$ cat config.mk
export PLATFORM = sky130hd
export DESIGN_NAME = emt_monitor
export DESIGN_NICKNAME = d
export VERILOG_FILES = /design/src/emt_pkg.sv /design/src/emt_thr_if.sv /design/src/emt_fan_mem.sv /design/src/emt_throttle.sv /design/src/emt_monitor.sv
export SDC_FILE = /design/constraint.sdc
export NUM_CORES = 2
export LEC_CHECK = 0
export BUFFER_PORTS_ARGS = -buffer_cell sky130_fd_sc_hd__buf_4
export CORE_MARGIN = 2
export CORE_UTILIZATION = 30
export DETAILED_ROUTE_END_ITERATION = 12
export SLEW_MARGIN = 10
export SYNTH_ARGS = -nofsm -noshare
export SYNTH_HDL_FRONTEND = slang
export SYNTH_SLANG_ARGS = --single-unit
$ cat constraint.sdc
create_clock -name core_clk_i -period 18.6 [get_ports core_clk_i]
set_clock_uncertainty 0.05 [all_clocks]
set_input_delay 2.79 -clock core_clk_i [delete_from_list [all_inputs] [get_ports core_clk_i]]
set_output_delay 2.79 -clock core_clk_i [all_outputs]
set_load 0.05 [all_outputs]
$ cat src/emt_pkg.sv
package emt_pkg;
	// -------------------------------------------------------------
	// register map, byte offsets within the slave window
	// -------------------------------------------------------------
	localparam logic [7:0] OFF_CTRL = 8'h00;
	localparam logic [7:0] OFF_GP_MODE = 8'h04;
	localparam logic [7:0] OFF_SYS_LIM = 8'h08;
	localparam logic [7:0] OFF_CPU_LIM = 8'h0C;
	localparam logic [7:0] OFF_REM_LIM = 8'h10;
	localparam logic [7:0] OFF_TOL = 8'h14;
	localparam logic [7:0] OFF_DLV = 8'h18;
	localparam logic [7:0] OFF_THR_DLV = 8'h1C;
	localparam logic [7:0] OFF_FAN_MODE = 8'h20;
	localparam logic [7:0] OFF_STATUS = 8'h24;
	localparam logic [7:0] OFF_BP = 8'h28;
	localparam logic [7:0] OFF_SPD = 8'h2C;
	localparam logic [7:0] OFF_FAN0 = 8'h30;
	localparam logic [7:0] OFF_FAN_END = 8'h4C;
	// -------------------------------------------------------------
	// reset values
	// -------------------------------------------------------------
	localparam logic [15:0] LIM_RST = 16'h3C00;
	localparam logic [7:0] TOL_RST = 8'h0A;
	localparam logic [31:0] BP_RST = 32'h4B46413C;
	localparam logic [7:0] SPD_RST = 8'hE4;
	localparam logic [3:0] GP_OUT_RST = 4'hF;
	localparam logic [13:0] FAN_RST = 14'h0000;
	// -------------------------------------------------------------
	// sizes and field positions
	// -------------------------------------------------------------
	localparam int NUM_RAILS = 7;
	localparam int NUM_FANS = 8;
	localparam int NUM_SW = 7;
	localparam int NUM_GP = 4;
	localparam int NUM_BP = 4;
	localparam int DLV_W = 6;
	localparam int FAN_W = 14;
	localparam int FAN_AW = 3;
	localparam int LIM_HI_LSB = 8;
	localparam int CTRL_THR_EN = 2;
	localparam int FAN_DLV_LSB = 8;
	localparam int FM_REM_EN = 7;
	localparam int FM_POL_LSB = 8;
	localparam int DLV_IRQ = 0;
	localparam int DLV_COM = 1;
	localparam int DLV_GP_LSB = 2;
	localparam int DLV_SYS = 0;
	localparam int DLV_CPU = 8;
	localparam int DLV_REM = 16;
	localparam int DLV_VOLT = 24;
	localparam int ST_LVL_LSB = 5;
	localparam int ST_RAIL_LSB = 8;
	localparam int ST_FAN_LSB = 16;
	localparam int ST_REQ_LSB = 24;
	localparam logic [31:0] PERCENT = 32'h00000064;
	// nominal rails in mV: +5, -5, +12, -12, +3.3, +2.5, processor (plain default)
	localparam logic [6:0][15:0] RAIL_NOM = {16'h0708, 16'h09C4, 16'h0CE4, 16'h2EE0,
		16'h2EE0, 16'h1388, 16'h1388};
	localparam logic [1:0] HTRANS_NONSEQ = 2'b10;
	localparam logic [2:0] HSIZE_WORD = 3'b010;
	localparam logic HRESP_OKAY = 1'b0;
	// -------------------------------------------------------------
	// types
	// -------------------------------------------------------------
	typedef logic [6:0][15:0] emt_rails_t;
	typedef logic [7:0][7:0] emt_speeds_t;
	typedef enum logic [1:0] {BUS_IDLE = 2'b00, BUS_WAIT = 2'b01, BUS_DONE = 2'b10} emt_bus_t;
	typedef enum logic [1:0] {GP_NLOW = 2'b00, GP_NHIGH = 2'b01, GP_FLOW = 2'b10, GP_FHIGH = 2'b11} emt_gp_t;
	typedef enum logic [1:0] {IRQ_NONE = 2'b00, IRQ_10 = 2'b01, IRQ_11 = 2'b10} emt_irq_t;
	typedef enum logic [2:0] {RATIO_FULL = 3'b000, RATIO_3Q = 3'b001, RATIO_HALF = 3'b010,
		RATIO_QTR = 3'b011, RATIO_8TH = 3'b100} emt_ratio_t;
	// -------------------------------------------------------------
	// shared arithmetic
	// -------------------------------------------------------------
	function automatic logic out_of_range(logic [7:0] t, logic [7:0] lo, logic [7:0] hi);
		return (t < lo) || (t > hi);
	endfunction
	// deviation beyond tol percent of nominal
	function automatic logic rail_bad(logic [15:0] v, logic [15:0] nom, logic [7:0] tol);
		logic [31:0] diff;
		diff = (v > nom) ? 32'(v - nom) : 32'(nom - v);
		return (diff * PERCENT) > (32'(tol) * 32'(nom));
	endfunction
	function automatic logic gp_level(logic [1:0] mode, logic req);
		case (mode)
			GP_FLOW: return 1'b0;
			GP_FHIGH: return 1'b1;
			GP_NHIGH: return req;
			default: return !req;
		endcase
	endfunction
endpackage

$ cat src/emt_thr_if.sv
interface emt_thr_if;
	logic en;
	logic [3:0][7:0] bp;
	logic [3:0][1:0] spd;
	logic [7:0] temp;
	logic [2:0] level;
	emt_pkg::emt_ratio_t ratio;
	modport ctl(output en, output bp, output spd, output temp, input level, input ratio);
	modport thr(input en, input bp, input spd, input temp, output level, output ratio);
endinterface

$ cat src/emt_fan_mem.sv
module emt_fan_mem (
	input wire logic core_clk_i,
	input wire logic rst_n_i,
	input wire logic wr_en_i,
	input wire logic [emt_pkg::FAN_AW-1:0] wr_addr_i,
	input wire logic [emt_pkg::FAN_W-1:0] wr_data_i,
	input wire logic [emt_pkg::FAN_AW-1:0] scan_addr_i,
	output logic [emt_pkg::FAN_W-1:0] scan_data_o,
	input wire logic [emt_pkg::FAN_AW-1:0] bus_addr_i,
	output logic [emt_pkg::FAN_W-1:0] bus_data_o
);
	import emt_pkg::*;
	logic [FAN_W-1:0] mem_r [NUM_FANS];
	// per-input word: minimum speed and delivery byte
	always_ff @(posedge core_clk_i or negedge rst_n_i) begin
		if (!rst_n_i) begin
			for (int i = 0; i < NUM_FANS; i++) begin
				mem_r[i] <= FAN_RST;
			end
		end else if (wr_en_i) begin
			mem_r[wr_addr_i] <= wr_data_i;
		end
	end
	// two registered read ports: scanner and bus
	always_ff @(posedge core_clk_i or negedge rst_n_i) begin
		if (!rst_n_i) begin
			scan_data_o <= FAN_RST;
			bus_data_o <= FAN_RST;
		end else begin
			scan_data_o <= mem_r[scan_addr_i];
			bus_data_o <= mem_r[bus_addr_i];
		end
	end
endmodule

$ cat src/emt_throttle.sv
module emt_throttle (
	input wire logic core_clk_i,
	input wire logic rst_n_i,
	emt_thr_if.thr t
);
	import emt_pkg::*;
	logic [2:0] level_r;
	emt_ratio_t ratio_r;
	logic [2:0] lvl_dn;
	assign lvl_dn = level_r - 3'h1;
	assign t.level = level_r;
	assign t.ratio = ratio_r;
	// step level: one breakpoint up or down per clock
	always_ff @(posedge core_clk_i or negedge rst_n_i) begin
		if (!rst_n_i) begin
			level_r <= 3'h0;
		end else if (!t.en) begin
			level_r <= 3'h0; // RULE16
		end else if (level_r < 3'(NUM_BP) && t.temp >= t.bp[level_r[1:0]]) begin
			level_r <= level_r + 3'h1; // RULE17 RULE18 RULE21
		end else if (level_r != 3'h0 && t.temp < t.bp[lvl_dn[1:0]]) begin
			level_r <= lvl_dn; // RULE19
		end
	end
	// level to clock ratio
	always_ff @(posedge core_clk_i or negedge rst_n_i) begin
		if (!rst_n_i) begin
			ratio_r <= RATIO_FULL;
		end else if (level_r == 3'h0) begin
			ratio_r <= RATIO_FULL;
		end else begin
			ratio_r <= emt_ratio_t'(3'(t.spd[lvl_dn[1:0]]) + 3'h1); // RULE20
		end
	end
endmodule

$ cat src/emt_monitor.sv
// Summary of operation
// RULE1 - system temperature alarm outside low/high limits, reset 0 and 60
// RULE2 - processor temperature alarm outside its own low/high limits
// RULE3 - remote temperature alarm outside its limits, routed by its delivery byte
// RULE4 - seven rails alarmed beyond plus-minus percent of nominal, reset 10
// RULE5 - one delivery byte shared by all rail alarms
// RULE6 - four general outputs, each with selectable active level
// RULE7 - forced modes hold an output at its active level regardless of alarms
// RULE8 - normal modes apply polarity and assert on routed alarm; normal-low resets
// RULE9 - monitor interrupt goes to no line, line 10 or line 11; none resets
// RULE10 - eight speed inputs, seven can act as switch inputs
// RULE11 - eighth input enables remote temperature monitoring, never a switch
// RULE12 - fan-mode input alarms below its minimum speed, reset 0
// RULE13 - switch-mode input alarms in the state chosen by its polarity
// RULE14 - every fan or switch input has its own delivery byte
// RULE15 - delivery byte enables interrupt, serial report and four outputs, all off
// RULE16 - throttling enable resets off; disabled means full ratio
// RULE17 - rising temperature at a breakpoint selects that breakpoint's ratio
// RULE18 - after a breakpoint, the next one is the upper limit
// RULE19 - faster ratio returns only below the preceding breakpoint
// RULE20 - breakpoint speeds are three quarters, half, quarter or eighth
// RULE21 - breakpoint values are whole degrees Celsius
// RULE22 - throttling notifies via interrupt, outputs or serial report as enabled
// RULE23 - software should give the second breakpoint the slowest ratio
// RULE24 - each notification asserts while any enabled item holds an alarm
// RULE25 - alarms follow the value: set while outside, clear once inside
module emt_monitor (
	input wire logic core_clk_i,
	input wire logic rst_n_i,
	input wire logic hsel_i,
	input wire logic [31:0] haddr_i,
	input wire logic [1:0] htrans_i,
	input wire logic hwrite_i,
	input wire logic [2:0] hsize_i,
	input wire logic [31:0] hwdata_i,
	input wire logic hready_i,
	output logic [31:0] hrdata_o,
	output logic hreadyout_o,
	output logic hresp_o,
	input wire logic [7:0] sys_temp_i,
	input wire logic [7:0] cpu_temp_i,
	input wire logic [7:0] remote_temp_i,
	input wire emt_pkg::emt_rails_t rail_mv_i,
	input wire emt_pkg::emt_speeds_t fan_speed_i,
	input wire logic [6:0] switch_i,
	output logic irq10_o,
	output logic irq11_o,
	output logic com_report_o,
	output logic [3:0] general_purpose_output_o,
	output emt_pkg::emt_ratio_t clk_ratio_o
);
	import emt_pkg::*;
	// -------------------------------------------------------------
	// declarations
	// -------------------------------------------------------------
	emt_bus_t bus_st_r;
	logic [7:0] addr_r;
	logic wr_r;
	logic hreadyout_r;
	logic [31:0] hrdata_r;
	logic hresp_r;
	logic accept;
	logic wr_stb;
	logic fan_sel;
	logic [FAN_AW-1:0] fan_idx;
	logic [31:0] rd_mux;
	logic [31:0] status_w;
	logic [2:0] ctrl_r;
	logic [7:0] gp_mode_r;
	logic [15:0] sys_lim_r;
	logic [15:0] cpu_lim_r;
	logic [15:0] rem_lim_r;
	logic [7:0] tol_r;
	logic [31:0] dlv_r;
	logic [DLV_W-1:0] thr_dlv_r;
	logic [14:0] fan_mode_r;
	logic [31:0] bp_r;
	logic [7:0] spd_r;
	logic sys_alm_r;
	logic cpu_alm_r;
	logic rem_alm_r;
	logic volt_alm_r;
	logic [NUM_RAILS-1:0] rail_bad_r;
	logic [FAN_AW-1:0] scan_r;
	logic [FAN_AW-1:0] scan_d_r;
	logic [FAN_W-1:0] fan_q;
	logic [FAN_W-1:0] bus_q;
	logic [NUM_FANS-1:0] fan_alm_r;
	logic [NUM_FANS-1:0][DLV_W-1:0] fan_route_r;
	logic fan_alm_nxt;
	logic [DLV_W-1:0] req_nxt;
	logic [DLV_W-1:0] req_r;
	logic irq10_r;
	logic irq11_r;
	logic com_r;
	logic [NUM_GP-1:0] gp_out_r;
	emt_thr_if thr ();
	// -------------------------------------------------------------
	// AHB-Lite slave: two wait states on every NONSEQ word transfer; other transfers are ignored
	// -------------------------------------------------------------
	assign accept = hsel_i && hready_i && htrans_i == HTRANS_NONSEQ && hsize_i == HSIZE_WORD;
	assign wr_stb = bus_st_r == BUS_WAIT && wr_r;
	assign fan_sel = addr_r >= OFF_FAN0 && addr_r <= OFF_FAN_END;
	assign fan_idx = FAN_AW'((addr_r - OFF_FAN0) >> 2);
	// the extra wait lets the fan memory register its read word
	always_ff @(posedge core_clk_i or negedge rst_n_i) begin
		if (!rst_n_i) begin
			bus_st_r <= BUS_IDLE;
			addr_r <= 8'h00;
			wr_r <= 1'b0;
			hreadyout_r <= 1'b1;
			hrdata_r <= 32'h00000000;
		end else begin
			unique case (bus_st_r)
				BUS_IDLE: begin
					if (accept) begin
						addr_r <= haddr_i[7:0];
						wr_r <= hwrite_i;
						hreadyout_r <= 1'b0;
						bus_st_r <= BUS_WAIT;
					end
				end
				BUS_WAIT: begin
					bus_st_r <= BUS_DONE;
				end
				BUS_DONE: begin
					hrdata_r <= wr_r ? 32'h00000000 : rd_mux;
					hreadyout_r <= 1'b1;
					bus_st_r <= BUS_IDLE;
				end
				default: begin
					bus_st_r <= BUS_IDLE;
					hreadyout_r <= 1'b1;
				end
			endcase
		end
	end
	// response is always okay
	always_ff @(posedge core_clk_i or negedge rst_n_i) begin
		if (!rst_n_i) begin
			hresp_r <= HRESP_OKAY;
		end else begin
			hresp_r <= HRESP_OKAY;
		end
	end
	// status word: live alarms, throttle level, pending requests
	always_comb begin
		status_w = 32'h00000000;
		status_w[0] = sys_alm_r;
		status_w[1] = cpu_alm_r;
		status_w[2] = rem_alm_r;
		status_w[3] = volt_alm_r;
		status_w[4] = thr.level != 3'h0;
		status_w[ST_LVL_LSB +: 3] = thr.level;
		status_w[ST_RAIL_LSB +: NUM_RAILS] = rail_bad_r;
		status_w[ST_FAN_LSB +: NUM_FANS] = fan_alm_r;
		status_w[ST_REQ_LSB +: DLV_W] = req_r;
	end
	// read decode; unmapped words read zero
	always_comb begin
		rd_mux = 32'h00000000;
		if (fan_sel) begin
			rd_mux = 32'(bus_q);
		end else begin
			case (addr_r)
				OFF_CTRL: rd_mux = 32'(ctrl_r);
				OFF_GP_MODE: rd_mux = 32'(gp_mode_r);
				OFF_SYS_LIM: rd_mux = 32'(sys_lim_r);
				OFF_CPU_LIM: rd_mux = 32'(cpu_lim_r);
				OFF_REM_LIM: rd_mux = 32'(rem_lim_r);
				OFF_TOL: rd_mux = 32'(tol_r);
				OFF_DLV: rd_mux = dlv_r;
				OFF_THR_DLV: rd_mux = 32'(thr_dlv_r);
				OFF_FAN_MODE: rd_mux = 32'(fan_mode_r);
				OFF_STATUS: rd_mux = status_w;
				OFF_BP: rd_mux = bp_r;
				OFF_SPD: rd_mux = 32'(spd_r);
				default: rd_mux = 32'h00000000;
			endcase
		end
	end
	// -------------------------------------------------------------
	// configuration registers, written in the data phase
	// -------------------------------------------------------------
	always_ff @(posedge core_clk_i or negedge rst_n_i) begin
		if (!rst_n_i) begin
			ctrl_r <= {1'b0, IRQ_NONE}; // RULE9 RULE16
			gp_mode_r <= {4{GP_NLOW}}; // RULE8
			sys_lim_r <= LIM_RST; // RULE1
			cpu_lim_r <= LIM_RST;
			rem_lim_r <= LIM_RST;
			tol_r <= TOL_RST; // RULE4
			dlv_r <= 32'h00000000; // RULE15
			thr_dlv_r <= '0;
			fan_mode_r <= '0;
			bp_r <= BP_RST;
			spd_r <= SPD_RST;
		end else if (wr_stb) begin
			case (addr_r)
				OFF_CTRL: ctrl_r <= hwdata_i[2:0];
				OFF_GP_MODE: gp_mode_r <= hwdata_i[7:0];
				OFF_SYS_LIM: sys_lim_r <= hwdata_i[15:0];
				OFF_CPU_LIM: cpu_lim_r <= hwdata_i[15:0];
				OFF_REM_LIM: rem_lim_r <= hwdata_i[15:0];
				OFF_TOL: tol_r <= hwdata_i[7:0];
				OFF_DLV: dlv_r <= hwdata_i;
				OFF_THR_DLV: thr_dlv_r <= hwdata_i[DLV_W-1:0];
				OFF_FAN_MODE: fan_mode_r <= hwdata_i[14:0];
				OFF_BP: bp_r <= hwdata_i;
				OFF_SPD: spd_r <= hwdata_i[7:0];
				default: ;
			endcase
		end
	end
	// per-input words live in a small memory, scanned in turn
	emt_fan_mem u_fan_mem (
		.core_clk_i(core_clk_i),
		.rst_n_i(rst_n_i),
		.wr_en_i(wr_stb && fan_sel),
		.wr_addr_i(fan_idx),
		.wr_data_i(hwdata_i[FAN_W-1:0]),
		.scan_addr_i(scan_r),
		.scan_data_o(fan_q),
		.bus_addr_i(fan_idx),
		.bus_data_o(bus_q)
	);
	// -------------------------------------------------------------
	// temperature and rail comparators
	// -------------------------------------------------------------
	// level alarms, recomputed every clock so they clear by themselves
	always_ff @(posedge core_clk_i or negedge rst_n_i) begin
		if (!rst_n_i) begin
			sys_alm_r <= 1'b0;
			cpu_alm_r <= 1'b0;
			rem_alm_r <= 1'b0;
		end else begin
			sys_alm_r <= out_of_range(sys_temp_i, sys_lim_r[7:0], sys_lim_r[15:8]); // RULE1 RULE25
			cpu_alm_r <= out_of_range(cpu_temp_i, cpu_lim_r[7:0], cpu_lim_r[15:8]); // RULE2
			rem_alm_r <= fan_mode_r[FM_REM_EN] && // RULE11
				out_of_range(remote_temp_i, rem_lim_r[7:0], rem_lim_r[15:8]); // RULE3
		end
	end
	// one tolerance for all rails; any bad rail sets the shared alarm
	always_ff @(posedge core_clk_i or negedge rst_n_i) begin
		if (!rst_n_i) begin
			rail_bad_r <= '0;
			volt_alm_r <= 1'b0;
		end else begin
			for (int i = 0; i < NUM_RAILS; i++) begin
				rail_bad_r[i] <= rail_bad(rail_mv_i[i], RAIL_NOM[i], tol_r); // RULE4
			end
			volt_alm_r <= |rail_bad_r;
		end
	end
	// -------------------------------------------------------------
	// fan / switch scanner
	// -------------------------------------------------------------
	// a shared comparator trades eight cycles of latency for area
	always_comb begin
		fan_alm_nxt = fan_speed_i[scan_d_r] < fan_q[7:0]; // RULE12
		if (scan_d_r < FAN_AW'(NUM_SW) && fan_mode_r[scan_d_r]) begin
			fan_alm_nxt = switch_i[scan_d_r] == fan_mode_r[FM_POL_LSB + 32'(scan_d_r)]; // RULE10 RULE13
		end else if (scan_d_r == FAN_AW'(FM_REM_EN) && fan_mode_r[FM_REM_EN]) begin
			fan_alm_nxt = 1'b0; // RULE11
		end
	end
	always_ff @(posedge core_clk_i or negedge rst_n_i) begin
		if (!rst_n_i) begin
			scan_r <= '0;
			scan_d_r <= '0;
			fan_alm_r <= '0;
			fan_route_r <= '0;
		end else begin
			scan_r <= scan_r + FAN_AW'(1);
			scan_d_r <= scan_r;
			fan_alm_r[scan_d_r] <= fan_alm_nxt;
			fan_route_r[scan_d_r] <= fan_alm_nxt ? fan_q[FAN_DLV_LSB +: DLV_W] : '0; // RULE14
		end
	end
	// -------------------------------------------------------------
	// throttle
	// -------------------------------------------------------------
	assign thr.en = ctrl_r[CTRL_THR_EN];
	assign thr.bp = bp_r;
	assign thr.spd = spd_r;
	assign thr.temp = cpu_temp_i;
	emt_throttle u_throttle (
		.core_clk_i(core_clk_i),
		.rst_n_i(rst_n_i),
		.t(thr.thr)
	);
	// -------------------------------------------------------------
	// delivery and outputs
	// -------------------------------------------------------------
	// merge every alarm through its delivery byte
	always_comb begin
		req_nxt = '0;
		if (sys_alm_r) req_nxt = req_nxt | dlv_r[DLV_SYS +: DLV_W]; // RULE15 RULE24
		if (cpu_alm_r) req_nxt = req_nxt | dlv_r[DLV_CPU +: DLV_W];
		if (rem_alm_r) req_nxt = req_nxt | dlv_r[DLV_REM +: DLV_W];
		if (volt_alm_r) req_nxt = req_nxt | dlv_r[DLV_VOLT +: DLV_W]; // RULE5
		if (thr.level != 3'h0) req_nxt = req_nxt | thr_dlv_r; // RULE22
		for (int i = 0; i < NUM_FANS; i++) begin
			req_nxt = req_nxt | fan_route_r[i];
		end
	end
	always_ff @(posedge core_clk_i or negedge rst_n_i) begin
		if (!rst_n_i) begin
			req_r <= '0;
			irq10_r <= 1'b0;
			irq11_r <= 1'b0;
			com_r <= 1'b0;
		end else begin
			req_r <= req_nxt;
			irq10_r <= req_nxt[DLV_IRQ] && ctrl_r[1:0] == IRQ_10; // RULE9
			irq11_r <= req_nxt[DLV_IRQ] && ctrl_r[1:0] == IRQ_11;
			com_r <= req_nxt[DLV_COM]; // RULE24
		end
	end
	// resets inactive: normal-low idles high
	always_ff @(posedge core_clk_i or negedge rst_n_i) begin
		if (!rst_n_i) begin
			gp_out_r <= GP_OUT_RST;
		end else begin
			for (int i = 0; i < NUM_GP; i++) begin
				gp_out_r[i] <= gp_level(gp_mode_r[2*i +: 2], req_nxt[DLV_GP_LSB + i]); // RULE6 RULE7 RULE8
			end
		end
	end
	assign hrdata_o = hrdata_r;
	assign hreadyout_o = hreadyout_r;
	assign hresp_o = hresp_r;
	assign irq10_o = irq10_r;
	assign irq11_o = irq11_r;
	assign com_report_o = com_r;
	assign general_purpose_output_o = gp_out_r;
	assign clk_ratio_o = thr.ratio;
endmodule

==> metrics.txt <==
status finished, final reports clean; Hold Crit Class flop to flop; syn_area_per_cell 9.824 µm²; Clk network pwr share 15.4%; period utilization 50.56%; share of the synthesized area in the top cell type 22.92%; FF+latch count, synth 435; mux contribution to synthesized area 12.51%; CTS H-tree lvls 2; post-synth cell types 80; final WL 122500 µm; hold slack final 0.4249 ns; Worst Setup End Kind flop; Max Buffers Root-to-Sink 3; Final Core Density 34.32%; via density per instance 5.158; WL/cell 18.50 µm; R2R Setup Slk 11.68 ns; Reg clk slew, reported paths 0.06 ns; setup ws final 9.196 ns; number of synthesis warnings 0; Worst VDD drop 0.07761 mV; Mapped Area 43560 µm²; clk_lat worst skew 0.58 ns; post-cts hold buffer count 0; Synth Area in Adders 28.20%; share of layout cells above drive strength 1 18.32%; vias in the first global route 34060; nets@finish 5847; Cell Count Post-Placement 6542; R2R cell count 23; crit path DAT 9.73 ns; Ports 325; most common cell after layout, fill and taps aside ha_1; GRT Residual Overflow 0; combinational family with the most area after synthesis adder cells; Initial DRC Count 2162; Post-CTS Resized 0; post-CTS setup buffers 0; Initial Util 30.28%; CTS tree yes; Total Power 5.491 mW; GP Congestion 0.8971; CP max FO 12; # setup viols final 0; most frequent cells in the layout 716 x ha_1, 587 x inv_1, 397 x dfrtp_1; Fmax achieved 106.3 MHz; Finished Layout Cells 6620; Pwr Density 111.2 nW/µm²; Synth Area in Compound Gates 13.91%; GRT Total Usage 16.19%; Syn Nets 5597; Die ar. 148300 µm²; post-layout minimum cycle time 9.404 ns; RSZ-0062 raised after global routing no; placed cell area 48020 µm²; Detail Route Antenna Nets 0; post-synthesis xor/xnor area fraction 4.906%; Final Hold Viols 0; slew margin rel. 22.22%; Port-buffer cells 299; fin area 49360 µm²; Comb power frac 64.9%; worst hold path startpoint hrdata_o[19]$_DFFE_PN0N_; DRT Pass-1 Iters 5; top post-synthesis cells by area dfrtp_1 23%, ha_1 21%, mux2_2 8.2%; largest net degree at the start of global routing 117; Die W 385.0 µm; Post-Synth Simple-Gate Area 9.155%; setup tns final 0 ns; clk root buf clkbuf_16; pre-CTS setup slack 8.635 ns; Pleak 23.88 nW; Internal Power 3.070 mW; MaxCap Viol Count 0; area grow syn2layout 13.32%; Critical R2R Capture rail_bad_r[2]$_DFF_PN0_; Rows 139; Critical Path RT 18.93 ns; FFs w/ async S/R, synth 100.0%; hold endpoint hrdata_o[19]$_DFFE_PN0N_; switching pwr 2.421 mW; CTS Buf Count 43; post-synthesis sequential area ratio 25.09%; power share of the sequential group 19.7%; via count 34150; Crit Reg-Reg Startpoint tol_r[3]$_DFFE_PN1P_; Syn Inst Count 4434; Top FF cell, synth dfrtp_1; clk sinks 435; first-pass GRT wire length 191100 µm; Slew @ Worst Pin 1.164 ns; hpwl dp 96730 µm; Post-synth EDFFs 0; Min-Delay Path Depth 2; max-slew violations 0; Startpoint Class input port; # DRC 0; type of the worst setup path input port to flop; chip height 385.0 µm; area leader, netlist dfrtp_1; initial antenna violation count 19; Std-Cell Core Area 143800 µm²; Switching Fraction 44.10%
==> layout make-up <==
class,count,area (µm²)
Antenna cell,1,2.502
Clock buffer,70,1289
Clock inverter,7,50.05
Fill cell,14610,94470
Inverter,587,2203
Multi-Input combinational cell,3280,29960
Sequential cell,435,10930
Tap cell,1903,2381
Timing Repair Buffer,337,2537
==> routing by layer <==
metal  GRT usage, %  part of all wire [%]
met1          20.92                    44
met2          27.80                    47
met4          4.348                   2.9
met3          2.678                   6.1
met5              0                  0.17
==> registers in the layout, summed over array words and instances, names as in the netlist, 4 cells and up <==
signal	count
addr_r	8
bp_r	32
cpu_lim_r	16
dlv_r	32
fan_alm_r	8
fan_mode_r	15
fan_route_r	48
general_purpose_output_o	4
gp_mode_r	8
hrdata_o	32
rail_bad_r	7
rem_lim_r	16
req_r	6
spd_r	8
sys_lim_r	16
thr_dlv_r	6
tol_r	8
u_fan_mem.bus_data_o	14
u_fan_mem.mem_r	112
u_fan_mem.scan_data_o	14
==> worst max path at each step <==
stage / endpoint / startpoint / slack [ns]
after floorplan: rail_bad_r[2]$_DFF_PN0_ / rail_mv_i[37] / 9.53
after global placement: rail_bad_r[2]$_DFF_PN0_ / rail_mv_i[41] / 8.61
after detailed placement: rail_bad_r[5]$_DFF_PN0_ / rail_mv_i[92] / 8.64
after CTS: rail_bad_r[5]$_DFF_PN0_ / rail_mv_i[92] / 9.20
after global routing: rail_bad_r[2]$_DFF_PN0_ / rail_mv_i[41] / 8.43
final: rail_bad_r[2]$_DFF_PN0_ / rail_mv_i[41] / 9.20
==> power groups by stage <==
| stage | registers [mW] | logic, mW | clock network, mW |
|---|---|---|---|
| 2_1_floorplan | 1.10 | 2.67 | 0 |
| 4_1_cts | 1.08 | 3.60 | 0.860 |
| 3_3_place_gp | 1.09 | 3.48 | 0 |
| 6_report | 1.08 | 3.56 | 0.847 |
| 5_1_grt | 1.09 | 4.09 | 0.897 |
| 3_5_place_dp | 1.10 | 3.58 | 0 |
==> cell families after synthesis <==
group / Yosys count
buffers and inverters: 719
XOR/XNOR: 244
AO/OA/AOI/OAI: 916
flip-flops: 435
multiplexers: 412
adder cells (fa/ha/maj): 882
other: 1
AND/OR/NAND/NOR: 825
==> critical path, cell delays in order <==
cell	delay (ns)
buf_4	0.12
and3_1	0.21
nand2_1	0.10
or4_1	0.44
nor4_1	0.55
nor2_1	0.38
nor2_1	0.21
xor2_1	0.33
ha_1	0.30
ha_1	0.28
inv_1	0.05
fa_1	0.53
inv_1	0.04
ha_1	0.33
o21ai_0	0.16
nor2_1	0.08
o31ai_1	0.33
a21oi_1	0.21
a21o_1	0.22
a21oi_1	0.18
xnor2_1	0.15
ha_1	0.27
a21o_1	0.16
a21oi_1	0.13
nor2b_1	0.06
a2111oi_0	0.41
a21oi_1	0.13
or4_1	0.58
==> synth_stat cells, types with 25 or more instances <==
master,instances
a22oi_1,84
o21ai_0,175
fa_1,166
mux4_2,74
nand3_1,55
o21a_1,40
nor4_1,27
xor2_1,95
nor2_1,240
a21oi_1,240
a21o_1,94
nand4_1,33
clkbuf_1,97
ha_1,716
nor2b_1,42
buf_1,30
nor3_1,52
xnor2_1,149
inv_1,587
and3_1,25
nand2b_1,46
a31oi_1,48
nand2_1,214
a222oi_1,35
mux2_2,319
dfstp_2,36
dfrtp_1,399
Note: power is estimated with default switching activity, not from simulation.
